[config.mk]
export PLATFORM = sky130hd
export DESIGN_NAME = fp_control_status_regs
export DESIGN_NICKNAME = d
export VERILOG_FILES = /design/src/inc/fp_regs_pkg.sv /design/src/verilog/fp_control_status_regs.sv /design/src/verilog/fp_sticky_bit.sv /design/src/verilog/fp_sysreg_decode.sv
export VERILOG_INCLUDE_DIRS = /design/src /design/src/inc
export SDC_FILE = /design/constraint.sdc
export NUM_CORES = 1
export LEC_CHECK = 0
export BUFFER_PORTS_ARGS = -buffer_cell sky130_fd_sc_hd__buf_4
export CORE_ASPECT_RATIO = 1.5
export CORE_MARGIN = 1
export CORE_UTILIZATION = 45
export DETAILED_ROUTE_END_ITERATION = 10
export GPL_ROUTABILITY_DRIVEN = 0
export PLACE_DENSITY_LB_ADDON = 0.25
export SYNTH_ARGS = -nofsm -noshare
export SYNTH_HDL_FRONTEND = slang
export SYNTH_SLANG_ARGS = --single-unit
[constraint.sdc]
create_clock -name ref_clk -period 1.35 [get_ports ref_clk]
set_input_delay 0.27 -clock ref_clk [delete_from_list [all_inputs] [get_ports ref_clk]]
set_output_delay 0.27 -clock ref_clk [all_outputs]
set_load 0.02 [all_outputs]
[src/inc/fp_regs_cfg.svh]
// register encodings, field positions and reset values of the fp register bank
`ifndef FP_REGS_CFG_SVH
`define FP_REGS_CFG_SVH

`define FP_ENC_OP0_SYS        2'h3
`define FP_ENC_OP1_USER       3'h3
`define FP_ENC_OP1_ID         3'h0
`define FP_ENC_CRN_FP         4'h4
`define FP_ENC_CRM_FP         4'h4
`define FP_ENC_CRN_ID         4'h0
`define FP_ENC_CRM_ID         4'h3
`define FP_ENC_OP2_CTRL       3'h0
`define FP_ENC_OP2_STAT       3'h1
`define FP_ENC_OP2_FEAT0      3'h0

`define FP_CTRL_AHP_BIT       26
`define FP_CTRL_DN_BIT        25
`define FP_CTRL_FZ_BIT        24
`define FP_CTRL_RM_HI         23
`define FP_CTRL_RM_LO         22
`define FP_CTRL_WMASK         32'h07C00000
`define FP_CTRL_RESET         32'h00000000

`define FP_STAT_FLAG_HI       31
`define FP_STAT_FLAG_LO       28
`define FP_STAT_QC_BIT        27
`define FP_STAT_IDC_BIT       7
`define FP_STAT_EXC_HI        4
`define FP_STAT_EXC_LO        0
`define FP_STAT_WMASK         32'hF800009F
`define FP_STAT_RESET         32'h00000000

`define FP_FEAT0_VALUE        32'h10110222

`endif

[src/inc/fp_regs_pkg.sv]
// types shared by the fp register bank modules
`default_nettype none
package fp_regs_pkg;
  typedef enum logic [1:0] {
    RND_NEAREST,
    RND_PLUS_INF,
    RND_MINUS_INF,
    RND_ZERO
  } rounding_select_t;

  typedef enum logic [1:0] {
    SEL_NONE,
    SEL_CONTROL,
    SEL_STATUS,
    SEL_FEATURE0
  } reg_sel_t;

  typedef enum {
    ST_IDLE,
    ST_ANSWER
  } access_state_t;
endpackage
`default_nettype wire

[src/verilog/fp_control_status_regs.sv]
// fp control, status and feature id system registers of the core
// Operation
// - control bit 26 picks ieee (0) or alternative (1) half precision
// - control bit 25 set makes nan operations return the default nan
// - control bit 24 set enables flush-to-zero, clear is full ieee
// - control bits 23:22 pick nearest, plus inf, minus inf, zero rounding
// - control and status are read/write at every exception level
// - control is reached at encoding 11 011 0100 0100 000
// - status is reached at encoding 11 011 0100 0100 001
// - status bits 31:28 hold comparison flags of the 32-bit state
// - saturation sticky bit 27 sets on saturation until written zero
// - input denormal sticky bit 7 sets on event until written zero
// - inexact sticky bit 4 sets on event until written zero
// - underflow sticky bit 3 sets on event until written zero
// - overflow sticky bit 2 sets on event until written zero
// - divide by zero sticky bit 1 sets on event until written zero
// - invalid operation sticky bit 0 sets on event until written zero
// - feature register 0 is read-only, not reachable from EL0
// - feature 0 reports rounding 1, short vector 0, sqrt 1, divide 1
// - feature 0 reports trapping 0 and double precision 2
// - feature 0 bits 3:0 read 2, thirty-two 64-bit registers
// - feature 0 is read at encoding 11 000 0000 0011 000
// - feature 0 holds fixed value 0x10110222
// - control and status reset to zero
`default_nettype none
`include "fp_regs_cfg.svh"
module fp_control_status_regs
  import fp_regs_pkg::*;
(
  input  wire logic       ref_clk,
  input  wire logic       resetn,
  input  wire logic       acc_valid,
  input  wire logic       acc_write,
  input  wire logic [1:0] acc_op0,
  input  wire logic [2:0] acc_op1,
  input  wire logic [3:0] acc_crn,
  input  wire logic [3:0] acc_crm,
  input  wire logic [2:0] acc_op2,
  input  wire logic [1:0] acc_el,
  input  wire logic       acc_secure,
  input  wire logic [31:0] acc_wdata,
  input  wire logic       cmp_flags_valid,
  input  wire logic [3:0] cmp_flags,
  input  wire logic       sat_event,
  input  wire logic       idc_event,
  input  wire logic       ixc_event,
  input  wire logic       ufc_event,
  input  wire logic       ofc_event,
  input  wire logic       dzc_event,
  input  wire logic       ioc_event,
  output logic            resp_valid,
  output logic            resp_undef,
  output logic [31:0]     resp_rdata,
  output logic            alt_half_precision,
  output logic            default_nan_enable,
  output logic            flush_zero_enable,
  output rounding_select_t rounding_select
);
  localparam int STICKY_N = 7;

  // fixed feature value, taken whole as one constant from the configuration header
  localparam logic [31:0] FEATURE0 = `FP_FEAT0_VALUE;

  logic            hit;
  reg_sel_t        sel;
  logic            wr_ctrl;
  logic            wr_stat;
  logic [31:0]     ctrl_r;
  logic [3:0]      cmp_r;
  logic [STICKY_N-1:0] sticky_r;
  logic [STICKY_N-1:0] sticky_hw;
  logic [STICKY_N-1:0] sticky_wv;
  logic [31:0]     stat_view;
  logic [31:0]     rdata_nxt;
  access_state_t   state_r;

  // secure state does not change access to this bank
  logic unused_secure;
  assign unused_secure = acc_secure;

  fp_sysreg_decode u_decode (
    .op0       (acc_op0),
    .op1       (acc_op1),
    .crn       (acc_crn),
    .crm       (acc_crm),
    .op2       (acc_op2),
    .exc_level (acc_el),
    .is_write  (acc_write),
    .hit       (hit),
    .sel       (sel)
  );

  assign wr_ctrl = acc_valid && acc_write && sel == SEL_CONTROL;
  assign wr_stat = acc_valid && acc_write && sel == SEL_STATUS;

  // control: only the mode bits are writable
  always_ff @(posedge ref_clk or negedge resetn) begin
    if (!resetn) begin
      ctrl_r <= `FP_CTRL_RESET;
    end else if (wr_ctrl) begin
      ctrl_r <= acc_wdata & `FP_CTRL_WMASK;
    end
  end

  // mode outputs are copies of the register so they come from flops
  always_ff @(posedge ref_clk or negedge resetn) begin
    if (!resetn) begin
      alt_half_precision <= 1'b0;
      default_nan_enable <= 1'b0;
      flush_zero_enable  <= 1'b0;
      rounding_select    <= RND_NEAREST;
    end else if (wr_ctrl) begin
      alt_half_precision <= acc_wdata[`FP_CTRL_AHP_BIT];
      default_nan_enable <= acc_wdata[`FP_CTRL_DN_BIT];
      flush_zero_enable  <= acc_wdata[`FP_CTRL_FZ_BIT];
      rounding_select    <= rounding_select_t'(
        acc_wdata[`FP_CTRL_RM_HI:`FP_CTRL_RM_LO]);
    end
  end

  // comparison flags: a new comparison result wins over a software write
  always_ff @(posedge ref_clk or negedge resetn) begin
    if (!resetn) begin
      cmp_r <= 4'h0;
    end else if (cmp_flags_valid) begin
      cmp_r <= cmp_flags;
    end else if (wr_stat) begin
      cmp_r <= acc_wdata[`FP_STAT_FLAG_HI:`FP_STAT_FLAG_LO];
    end
  end

  // sticky order: [6]=saturation [5]=input denormal [4:0]=ixc..ioc
  assign sticky_hw = {sat_event, idc_event, ixc_event, ufc_event,
                      ofc_event, dzc_event, ioc_event};
  assign sticky_wv = {acc_wdata[`FP_STAT_QC_BIT], acc_wdata[`FP_STAT_IDC_BIT],
                      acc_wdata[`FP_STAT_EXC_HI:`FP_STAT_EXC_LO]};

  genvar gi;
  generate
    for (gi = 0; gi < STICKY_N; gi++) begin : g_sticky
      fp_sticky_bit u_sticky (
        .ref_clk  (ref_clk),
        .resetn   (resetn),
        .hw_set   (sticky_hw[gi]),
        .sw_write (wr_stat),
        .sw_value (sticky_wv[gi]),
        .flag_r   (sticky_r[gi])
      );
    end
  endgenerate

  // reserved status bits read as zero
  always_comb begin
    stat_view = 32'h00000000;
    stat_view[`FP_STAT_FLAG_HI:`FP_STAT_FLAG_LO] = cmp_r;
    stat_view[`FP_STAT_QC_BIT] = sticky_r[6];
    stat_view[`FP_STAT_IDC_BIT] = sticky_r[5];
    stat_view[`FP_STAT_EXC_HI:`FP_STAT_EXC_LO] = sticky_r[4:0];
  end

  always_comb begin
    rdata_nxt = 32'h00000000;
    if (acc_valid && !acc_write) begin
      case (sel)
        SEL_CONTROL:  rdata_nxt = ctrl_r;
        SEL_STATUS:   rdata_nxt = stat_view;
        SEL_FEATURE0: rdata_nxt = FEATURE0;
        default:      rdata_nxt = 32'h00000000;
      endcase
    end
  end

  // single-cycle answer: each access is answered on the next edge
  always_ff @(posedge ref_clk or negedge resetn) begin
    if (!resetn) begin
      state_r    <= ST_IDLE;
      resp_valid <= 1'b0;
      resp_undef <= 1'b0;
      resp_rdata <= 32'h00000000;
    end else begin
      resp_valid <= acc_valid;
      // unknown encoding, feature write or EL0 feature read is undefined
      resp_undef <= acc_valid && !hit;
      resp_rdata <= rdata_nxt;
      case (state_r)
        ST_IDLE:   state_r <= acc_valid ? ST_ANSWER : ST_IDLE;
        ST_ANSWER: state_r <= acc_valid ? ST_ANSWER : ST_IDLE;
        default:   state_r <= ST_IDLE;
      endcase
    end
  end

  // assertions
  property p_ctrl_write;
    @(posedge ref_clk) disable iff (!resetn)
      wr_ctrl |=> ctrl_r == ($past(acc_wdata) & 32'h07C00000);
  endproperty
  a_ctrl_write: assert property (p_ctrl_write)
    else $error("control write not masked");

  property p_mode_match;
    @(posedge ref_clk) disable iff (!resetn)
      ##1 (flush_zero_enable == ctrl_r[24] &&
           default_nan_enable == ctrl_r[25] &&
           alt_half_precision == ctrl_r[26] &&
           rounding_select == ctrl_r[23:22]);
  endproperty
  a_mode_match: assert property (p_mode_match)
    else $error("mode outputs differ from control register");

  property p_feature_read;
    @(posedge ref_clk) disable iff (!resetn)
      (acc_valid && !acc_write && sel == SEL_FEATURE0)
        |=> resp_rdata == 32'h10110222 && !resp_undef;
  endproperty
  a_feature_read: assert property (p_feature_read)
    else $error("feature read value wrong");

  property p_feature_el0;
    @(posedge ref_clk) disable iff (!resetn)
      (acc_valid && acc_el == 2'h0 && acc_op1 == 3'h0 && acc_crm == 4'h3)
        |=> resp_undef;
  endproperty
  a_feature_el0: assert property (p_feature_el0)
    else $error("feature register reachable from EL0");

  property p_sticky_hold;
    @(posedge ref_clk) disable iff (!resetn)
      (sticky_r[0] && !wr_stat) |=> sticky_r[0];
  endproperty
  a_sticky_hold: assert property (p_sticky_hold)
    else $error("invalid sticky cleared without write");

  property p_sticky_set;
    @(posedge ref_clk) disable iff (!resetn)
      ixc_event |=> sticky_r[4];
  endproperty
  a_sticky_set: assert property (p_sticky_set)
    else $error("inexact event lost");

  property p_sat_set;
    @(posedge ref_clk) disable iff (!resetn)
      sat_event ##1 !wr_stat ##1
        (acc_valid && !acc_write && sel == SEL_STATUS) |=> resp_rdata[27];
  endproperty
  a_sat_set: assert property (p_sat_set)
    else $error("saturation sticky not read back");

  property p_stat_reserved;
    @(posedge ref_clk) disable iff (!resetn)
      (acc_valid && !acc_write && sel == SEL_STATUS)
        |=> (resp_rdata & 32'h07FFFF60) == 32'h00000000;
  endproperty
  a_stat_reserved: assert property (p_stat_reserved)
    else $error("status reserved bits nonzero");

  property p_ctrl_read;
    @(posedge ref_clk) disable iff (!resetn)
      (acc_valid && !acc_write && sel == SEL_CONTROL)
        |=> resp_rdata == $past(ctrl_r) && resp_valid;
  endproperty
  a_ctrl_read: assert property (p_ctrl_read)
    else $error("control read mismatch");

  property p_ahp_write;
    @(posedge ref_clk) disable iff (!resetn)
      wr_ctrl |=> alt_half_precision == $past(acc_wdata[`FP_CTRL_AHP_BIT]);
  endproperty
  a_ahp_write: assert property (p_ahp_write)
    else $error("half precision select not taken from write");

  property p_dn_write;
    @(posedge ref_clk) disable iff (!resetn)
      wr_ctrl |=> default_nan_enable == $past(acc_wdata[`FP_CTRL_DN_BIT]);
  endproperty
  a_dn_write: assert property (p_dn_write)
    else $error("default nan enable not taken from write");

  property p_fz_write;
    @(posedge ref_clk) disable iff (!resetn)
      wr_ctrl |=> flush_zero_enable == $past(acc_wdata[`FP_CTRL_FZ_BIT]);
  endproperty
  a_fz_write: assert property (p_fz_write)
    else $error("flush to zero enable not taken from write");

  property p_rnd_write;
    @(posedge ref_clk) disable iff (!resetn)
      wr_ctrl |=> rounding_select ==
        $past(acc_wdata[`FP_CTRL_RM_HI:`FP_CTRL_RM_LO]);
  endproperty
  a_rnd_write: assert property (p_rnd_write)
    else $error("rounding select not taken from write");

  property p_cmp_load;
    @(posedge ref_clk) disable iff (!resetn)
      cmp_flags_valid |=> cmp_r == $past(cmp_flags);
  endproperty
  a_cmp_load: assert property (p_cmp_load)
    else $error("comparison flags not loaded");

  property p_idc_set;
    @(posedge ref_clk) disable iff (!resetn)
      idc_event |=> sticky_r[5];
  endproperty
  a_idc_set: assert property (p_idc_set)
    else $error("input denormal event lost");

  property p_ufc_set;
    @(posedge ref_clk) disable iff (!resetn)
      ufc_event |=> sticky_r[3];
  endproperty
  a_ufc_set: assert property (p_ufc_set)
    else $error("underflow event lost");

  property p_ofc_set;
    @(posedge ref_clk) disable iff (!resetn)
      ofc_event |=> sticky_r[2];
  endproperty
  a_ofc_set: assert property (p_ofc_set)
    else $error("overflow event lost");

  property p_dzc_set;
    @(posedge ref_clk) disable iff (!resetn)
      dzc_event |=> sticky_r[1];
  endproperty
  a_dzc_set: assert property (p_dzc_set)
    else $error("divide by zero event lost");

  property p_sw_set;
    @(posedge ref_clk) disable iff (!resetn)
      (wr_stat && acc_wdata[`FP_STAT_EXC_LO]) |=> sticky_r[0];
  endproperty
  a_sw_set: assert property (p_sw_set)
    else $error("software one did not set sticky bit");

  property p_sw_clear;
    @(posedge ref_clk) disable iff (!resetn)
      (wr_stat && !acc_wdata[`FP_STAT_EXC_HI] && !ixc_event)
        |=> !sticky_r[4];
  endproperty
  a_sw_clear: assert property (p_sw_clear)
    else $error("software zero did not clear inexact sticky");

  property p_feature_write;
    @(posedge ref_clk) disable iff (!resetn)
      (acc_valid && acc_write && acc_op0 == 2'h3 && acc_op1 == 3'h0 &&
       acc_crn == 4'h0 && acc_crm == 4'h3 && acc_op2 == 3'h0)
        |=> resp_undef;
  endproperty
  a_feature_write: assert property (p_feature_write)
    else $error("feature register write accepted");

  property p_stat_read;
    @(posedge ref_clk) disable iff (!resetn)
      (acc_valid && !acc_write && sel == SEL_STATUS)
        |=> resp_rdata == $past(stat_view) && resp_valid;
  endproperty
  a_stat_read: assert property (p_stat_read)
    else $error("status read mismatch");
endmodule // fp_control_status_regs
`default_nettype wire

[src/verilog/fp_sticky_bit.sv]
// one sticky flag: hardware and software set it, only software zero clears
`default_nettype none
module fp_sticky_bit (
  input  wire logic ref_clk,
  input  wire logic resetn,
  input  wire logic hw_set,
  input  wire logic sw_write,
  input  wire logic sw_value,
  output logic      flag_r
);
  always_ff @(posedge ref_clk or negedge resetn) begin
    if (!resetn) begin
      flag_r <= 1'b0;
    end else if (hw_set) begin
      // a same-cycle event beats a software clear
      flag_r <= 1'b1;
    end else if (sw_write) begin
      flag_r <= sw_value;
    end
  end
endmodule // fp_sticky_bit
`default_nettype wire

[src/verilog/fp_sysreg_decode.sv]
// decodes a system-register encoding and exception level into a selection
`default_nettype none
`include "fp_regs_cfg.svh"
module fp_sysreg_decode
  import fp_regs_pkg::*;
(
  input  wire logic [1:0] op0,
  input  wire logic [2:0] op1,
  input  wire logic [3:0] crn,
  input  wire logic [3:0] crm,
  input  wire logic [2:0] op2,
  input  wire logic [1:0] exc_level,
  input  wire logic       is_write,
  output logic            hit,
  output reg_sel_t        sel
);
  logic fp_space;
  logic id_space;

  assign fp_space = (op0 == `FP_ENC_OP0_SYS) && (op1 == `FP_ENC_OP1_USER) &&
                    (crn == `FP_ENC_CRN_FP) && (crm == `FP_ENC_CRM_FP);
  assign id_space = (op0 == `FP_ENC_OP0_SYS) && (op1 == `FP_ENC_OP1_ID) &&
                    (crn == `FP_ENC_CRN_ID) && (crm == `FP_ENC_CRM_ID);

  always_comb begin
    sel = SEL_NONE;
    if (fp_space && op2 == `FP_ENC_OP2_CTRL) begin
      sel = SEL_CONTROL;
    end else if (fp_space && op2 == `FP_ENC_OP2_STAT) begin
      sel = SEL_STATUS;
    end else if (id_space && op2 == `FP_ENC_OP2_FEAT0 && !is_write &&
                 exc_level != 2'h0) begin
      sel = SEL_FEATURE0;
    end
  end

  assign hit = (sel != SEL_NONE);
endmodule // fp_sysreg_decode
`default_nettype wire
==> results of run 1 <==
-- where the power goes --
group / switching, mW / leakage, nW / internal [mW] / total (mW)
Sequential: 0.00633 / 0.437 / 1.06 / 1.07
Clock: 0.331 / 0.0371 / 0.343 / 0.674
Combinational: 0.120 / 0.673 / 0.131 / 0.250
-- logic make-up after synthesis --
| group | share of synthesized area |
|---|---|
| other | 0.00234 |
| DFF | 0.547 |
| AOI/OAI and AO/OA | 0.127 |
| muxes | 0.0352 |
| and+or+nand+nor | 0.203 |
| buffers and inverters | 0.0844 |
-- cell type report --
type,count,area (sq um)
Sequential cell,35,876
Clock buffer,6,72.6
Tap cell,42,52.6
Multi-Input combinational cell,92,661
Fill cell,286,1090
Timing Repair Buffer,86,667
-- routing by layer --
| layer | part of all wire | vias to the layer above |
|---|---|---|
| met4 | 0.028 | 0 |
| met1 | 0.35 | 631 |
| li1 | - | 614 |
| met3 | 0.055 | 9 |
| met2 | 0.57 | 57 |
| met5 | 0 | - |
-- worst paths after layout --
path	endpoint	from	slack [ns]	depth (start not counted)
worst max-delay path	rounding_select[0]	acc_crm[0]	0.02	6
worst min-delay path	resp_valid	acc_valid	0.12	1
worst max register to register	g_sticky[2].u_sticky.flag_r	g_sticky[2].u_sticky.flag_r	0.49	2
worst min register to register	resp_rdata[31]	cmp_r[3]	0.48	1
max in group asynchronous	g_sticky[5].u_sticky.flag_r	resetn	0.57	2
min in group asynchronous	resp_rdata[25]	resetn	0.47	2
-- critical path, stage by stage --
cell and delay (ns):
buf_6 0.09, and4bb_2 0.35, nand4_4 0.13, nor3b_4 0.20, buf_6 0.15, mux2_4 0.30
-- what timing repair did --
action,CTS,global route
resized for setup,7,4
gates cloned,0,0
hold buffers,1,0
setup buffers,1,0
pin swaps,3,4
setup endpoints to repair,5,17
hold endpoints to repair,35,0
-- cells in the final DEF, fill, tap and decap left out --
master         count
nand4_2            1
a21oi_1            6
nor2_1             3
and4_1             1
nor4_1             2
and2_1            16
mux2_4             5
and4bb_2           3
o21ai_0            5
nor2_2             1
dfrtp_1           35
nor2b_1            5
nand4_4            1
o21a_1             7
a41oi_1            4
nor3_4             1
a211o_1            7
and3_1             3
buf_6              5
dlygate4sd3_1      1
nand2b_1           1
nand3_1            2
nor3b_4            1
nor3_2             1
clkbuf_1           1
buf_4             80
nand2_1            4
clkbuf_8           5
conb_1            12
-- registers in the layout (all words and copies together) (netlist names) --
name                      count
resp_undef                    1
rounding_select               1
ctrl_r                        4
resp_rdata                   17
resp_valid                    1
g_sticky.u_sticky.flag_r      7
cmp_r                         4
-- metrics by stage --
step | setup TNS [ns] | instances
3_5_place_dp | -6.49 | 253
2_1_floorplan | -1.18 | 146
5_1_grt | -0.417 | 261
3_3_place_gp | -5.89 | 253
6_report | 0 | 261
4_1_cts | 0 | 261
==> results.md, run 1 <==
* Critical path peak fanout at 5
* Post-route cell area at 2330 sq um
* Outcome: complete, no violations
* Die X at 50.7 um
* Max-cap viol count at 0
* Routed wire length at 3700 um
* Syn avg cell area at 11.9 sq um
* Setup WS post-layout at 0.0217 ns
* TritonRoute pass-1 iters at 4
* Largest net degree at the start of global routing at 36
* DRT iter0 DRCs at 23
* I/O Buffers at 76
* Required @ worst endpoint at 1.52 ns
* First-pass GRT wire length at 5960 um
* Post-DP Area at 2200 sq um
* Clock Pin Slew Worst Setup and Hold Paths at 0.06 ns
* Root Buffer: clkbuf_8
* CTS sink cnt at 35
* Max IR drop VDD at 755 uV
* Placed wire-length estimate at 2860 um
* Startpoint types: primary input
* Synth Warn # at 0
* Residual DRC count at 0
* Unique masters post-synth at 27
* N_diodes at 0
* WHS at 0.119 ns
* Layout cell share with drive strength beyond 1 at 0.475
* Ranking of synthesized cells by area: dfrtp_1 (55%), buf_4 (7.5%), and2_1 (6.3%)
* Synth Register Bits at 35
* LEAKAGE at 1.15 nW
* F_max at 753 MHz
* Crit path kind: primary input to flip-flop
* Initial antenna violation count at 0
* Post-synthesis sequential area ratio at 0.547
* Vias at 1311
* Ys flop type: dfrtp_1
* Async set-reset flop share out of synthesis at 1.00
* Row count at 26
* Number of synthesized flops with an enable pin at 0
* WL per Instance at 14.2 um
* Area grow syn2layout at 45.5%
* Global route overflow at 0
* Worst min path class: primary input to flip-flop
* Worst Path Arrival at 1.49 ns
* Final worst clock skew at 0.00201 ns
* CTS H-tree depth at 2
* Most common cell in the netlist: dfrtp_1
* ANT nets after route at 0
* Initial core utilization at 0.468
* Final critical-path share of the clock period at 0.984
* Met2 usage at 0.382
* Total Routing Usage GR at 0.215
* Area of the mapped netlist at 1600 sq um
* Clk Latency, worst-skew pair at 0.28 ns
* Pwr Density at 856 nW/um^2
* Global route hottest layer: met2
* CTS Buffer Depth at 2
* Post-layout minimum cycle time at 1.33 ns
* CTS Buf Count at 5
* Die height at 75.0 um
* Pwr Total at 1.99 mW
* CTS tree: yes
* Nets@finish at 287
* Layout Utilization at 0.682
* Yosys top cell area share at 0.547
* Synth top cells by count: dfrtp_1 (35), and2_1 (16), buf_4 (16), a211o_1 (7), o21a_1 (7)
* Via density at 5.02
* I/O pins at 106
* Yosys top cell by area: dfrtp_1
* Max Slew Vio Count at 0
* Met3 Usage GRT at 0.0586
* Endpoints failing hold at 0
* Vias in the first global route at 1377
* Setup violators final at 0
* Met1 Usage GRT at 0.234
* Setup WS pre-CTS at -0.326 ns
* Die Area at 3800 sq um
* Gate Count Post-Synth at 135
* RSZ-0062 raised after global routing: yes
* CP endpoint kind: flip-flop
* Core area at 3420 sq um
Note: power is estimated with default switching activity, not from simulation.
==> run 2, diff against run 1 <==
CELL_PAD_IN_SITES_DETAIL_PLACEMENT = 0   (was not set)
CELL_PAD_IN_SITES_GLOBAL_PLACEMENT = 2   (was not set)
CORE_UTILIZATION = 25   (was 45)
==> run 2 against run 1 <==
- the flow now finishes with violations (negative setup slack)
- cell count increased by 14%
- worst hold slack improved by 0.061 ns
- sequential share of layout area decreased by 1.5 points
- global-route usage shrank 9.6 points
- register-to-register slack got worse by 0.02 ns
- wire length increased by 5.6%
- setup slack lost 0.022 ns
- clock skew increased by 0.0045 ns
- first-iteration DRC count increased to 3.0 times the previous value
- critical path type unchanged
==> results.md, run 2 (same netlist as run 1, synthesis figures left out) <==
* ANT nets after route at 0
* Critical path peak fanout at 5
* Die Area at 6730 sq um
* Outcome: finished, violations left
* Sequential cell area at 876 sq um
* Failing checks: negative setup slack
* Post-layout minimum cycle time at 1.35 ns
* Root Buffer: clkbuf_8
* Pwr Density at 835 nW/um^2
* CTS sink cnt at 35
* Critical path's most frequent cell: buf_6
* First-pass GRT wire length at 6040 um
* RSZ-0062 raised after global routing: yes
* Combinational share of power at 0.127
* Setup WS post-layout at -0.000566 ns
* Die X at 67.3 um
* Most frequent cells in the layout: buf_4 (81), dfrtp_1 (35), and2_1 (16)
* DRT iter0 DRCs at 70
* Final Instance Count excl. Fillers at 298
* Vias at 1313
* Worst hold stages at 2
* Clk Latency, worst-skew pair at 0.28 ns
* CTS Buffer Depth at 2
* Worst min path class: primary input to flip-flop
* Largest regs: resp_rdata x17, g_sticky.u_sticky.flag_r x7
* Max-cap viol count at 0
* Area grow syn2layout at 51.6%
* Routed wire length at 3900 um
* Required @ worst endpoint at 1.51 ns
* Row count at 35
* Clock Pin Slew Worst Setup and Hold Paths at 0.06 ns
* Worst Path Arrival at 1.51 ns
* Total internal power at 1.56 mW
* CP endpoint kind: flip-flop
* Placed wire-length estimate at 3050 um
* Reg-to-Reg Start: g_sticky[6].u_sticky.flag_r
* Max Slew Vio Count at 0
* Multi-input gate area at 679 sq um
* Initial antenna violation count at 0
* CP cell instances: buf_6, and4bb_4, nand4_4, nor3b_4, buf_6, mux2_4
* Worst-case reg-to-reg path depth at 2
* Startpoint types: primary input
* Start point of the critical path: acc_crm[0]
* Die height at 100 um
* Final worst clock skew at 0.00646 ns
* LEAKAGE at 1.17 nW
* Global route overflow at 0
* Biggest cell delay along the critical path at 0.37 ns
* R2R Path End: g_sticky[6].u_sticky.flag_r
* I/O Buffers at 76
* Register share of total power at 0.527
* Clock power share at 0.346
* Nets@finish at 290
* Final critical-path share of the clock period at 1.00
* Commonest non-fill, non-tap cell in the layout: buf_4
* CTS tree: yes
* Reg2Reg Setup Slack at 0.47 ns
* CTS Buf Count at 5
* Crit path kind: primary input to flip-flop
* Fill cells at 634
* Layout cell share with drive strength beyond 1 at 0.487
* Total Routing Usage GR at 0.120
* Slowest cell on the critical path: and4bb_4
* Initial core utilization at 0.259
* Net Sw Frac at 0.230
* Setup violators final at 1
* CTS H-tree depth at 2
* Vias in the first global route at 1302
* Cell Count Post-Placement at 287
* Residual DRC count at 0
* Reg with most FFs: resp_rdata
* Core area at 6170 sq um
* I/O pins at 106
* TritonRoute pass-1 iters at 4
* Largest net degree at the start of global routing at 36
* Max reg flops at 17
* WL per Instance at 13.1 um
* Min-Delay Endpoint: g_sticky[4].u_sticky.flag_r
* Pwr Total at 2.03 mW
* Via density at 4.41
* Layout Utilization at 0.393
* Hold Startpoint: ixc_event
* Endpoints failing hold at 0
* Max IR drop VDD at 277 uV
* N_diodes at 0
* F_max at 740 MHz
* NetSw at 466 uW
## run 2: power groups by stage
| stage | Clock [mW] | Combinational, mW | Sequential [mW] |
|---|---|---|---|
| global route | 0.782 | 0.282 | 1.07 |
| detailed placement | 0 | 0.248 | 1.09 |
| finish | 0.701 | 0.257 | 1.07 |
| floorplan | 0 | 0.104 | 1.09 |
| CTS | 0.738 | 0.253 | 1.07 |
| global placement | 0 | 0.244 | 1.09 |
## run 2: per-stage QoR
stage	cell area [sq um]	setup slack [ns]	setup TNS, ns	hold slack (ns)
after floorplan	1650	-0.162	-1.18	-0.0256
after global placement	2250	-0.320	-6.87	0.238
after detailed placement	2250	-0.384	-7.55	0.248
after CTS	2360	-0.0242	-0.117	0.171
after global routing	2430	-0.0376	-0.181	0.174
final	2430	-0.000566	-0.000566	0.180
## run 2: area by class of cell
type                            instances  area share
Multi-Input combinational cell         92       0.280
Clock inverter                          1     0.00206
Tap cell                               74      0.0382
Timing Repair Buffer                   89       0.287
Sequential cell                        35       0.361
Clock buffer                            7      0.0315
## run 2: critical path: cells and delay by family
kind | cells | cell delay (ns)
buffers and inverters | 2 | 0.25
multiplexers | 1 | 0.30
AND/OR/NAND/NOR | 3 | 0.69
## run 2: routing by layer
layer | up-vias | GRT usage | wire [um]
met1 | 631 | 0.136 | 1510
met5 | - | 0 | 0
met3 | 4 | 0.0284 | 250
li1 | 625 | - | -
met4 | 0 | 0.0442 | 44
met2 | 53 | 0.211 | 2100
## run 2: how the worst max path moves through the flow
stage	cells after the start	to	slack, ns
finish	6	ctrl_r[25]	-0.0006
global route	6	ctrl_r[24]	-0.04
CTS	6	ctrl_r[26]	-0.02
detailed placement	5	ctrl_r[25]	-0.38
global placement	5	rounding_select[0]	-0.32
floorplan	4	ctrl_r[23]	-0.16
## run 2: what timing repair did
item | 4_1_cts | 5_1_grt
endpoints found under the hold margin | 35 | 0
setup endpoints to repair | 9 | 23
hold buffers | 1 | 0
pin swaps | 4 | 4
gates resized for setup | 2 | 15
buffers inserted | 2 | 0
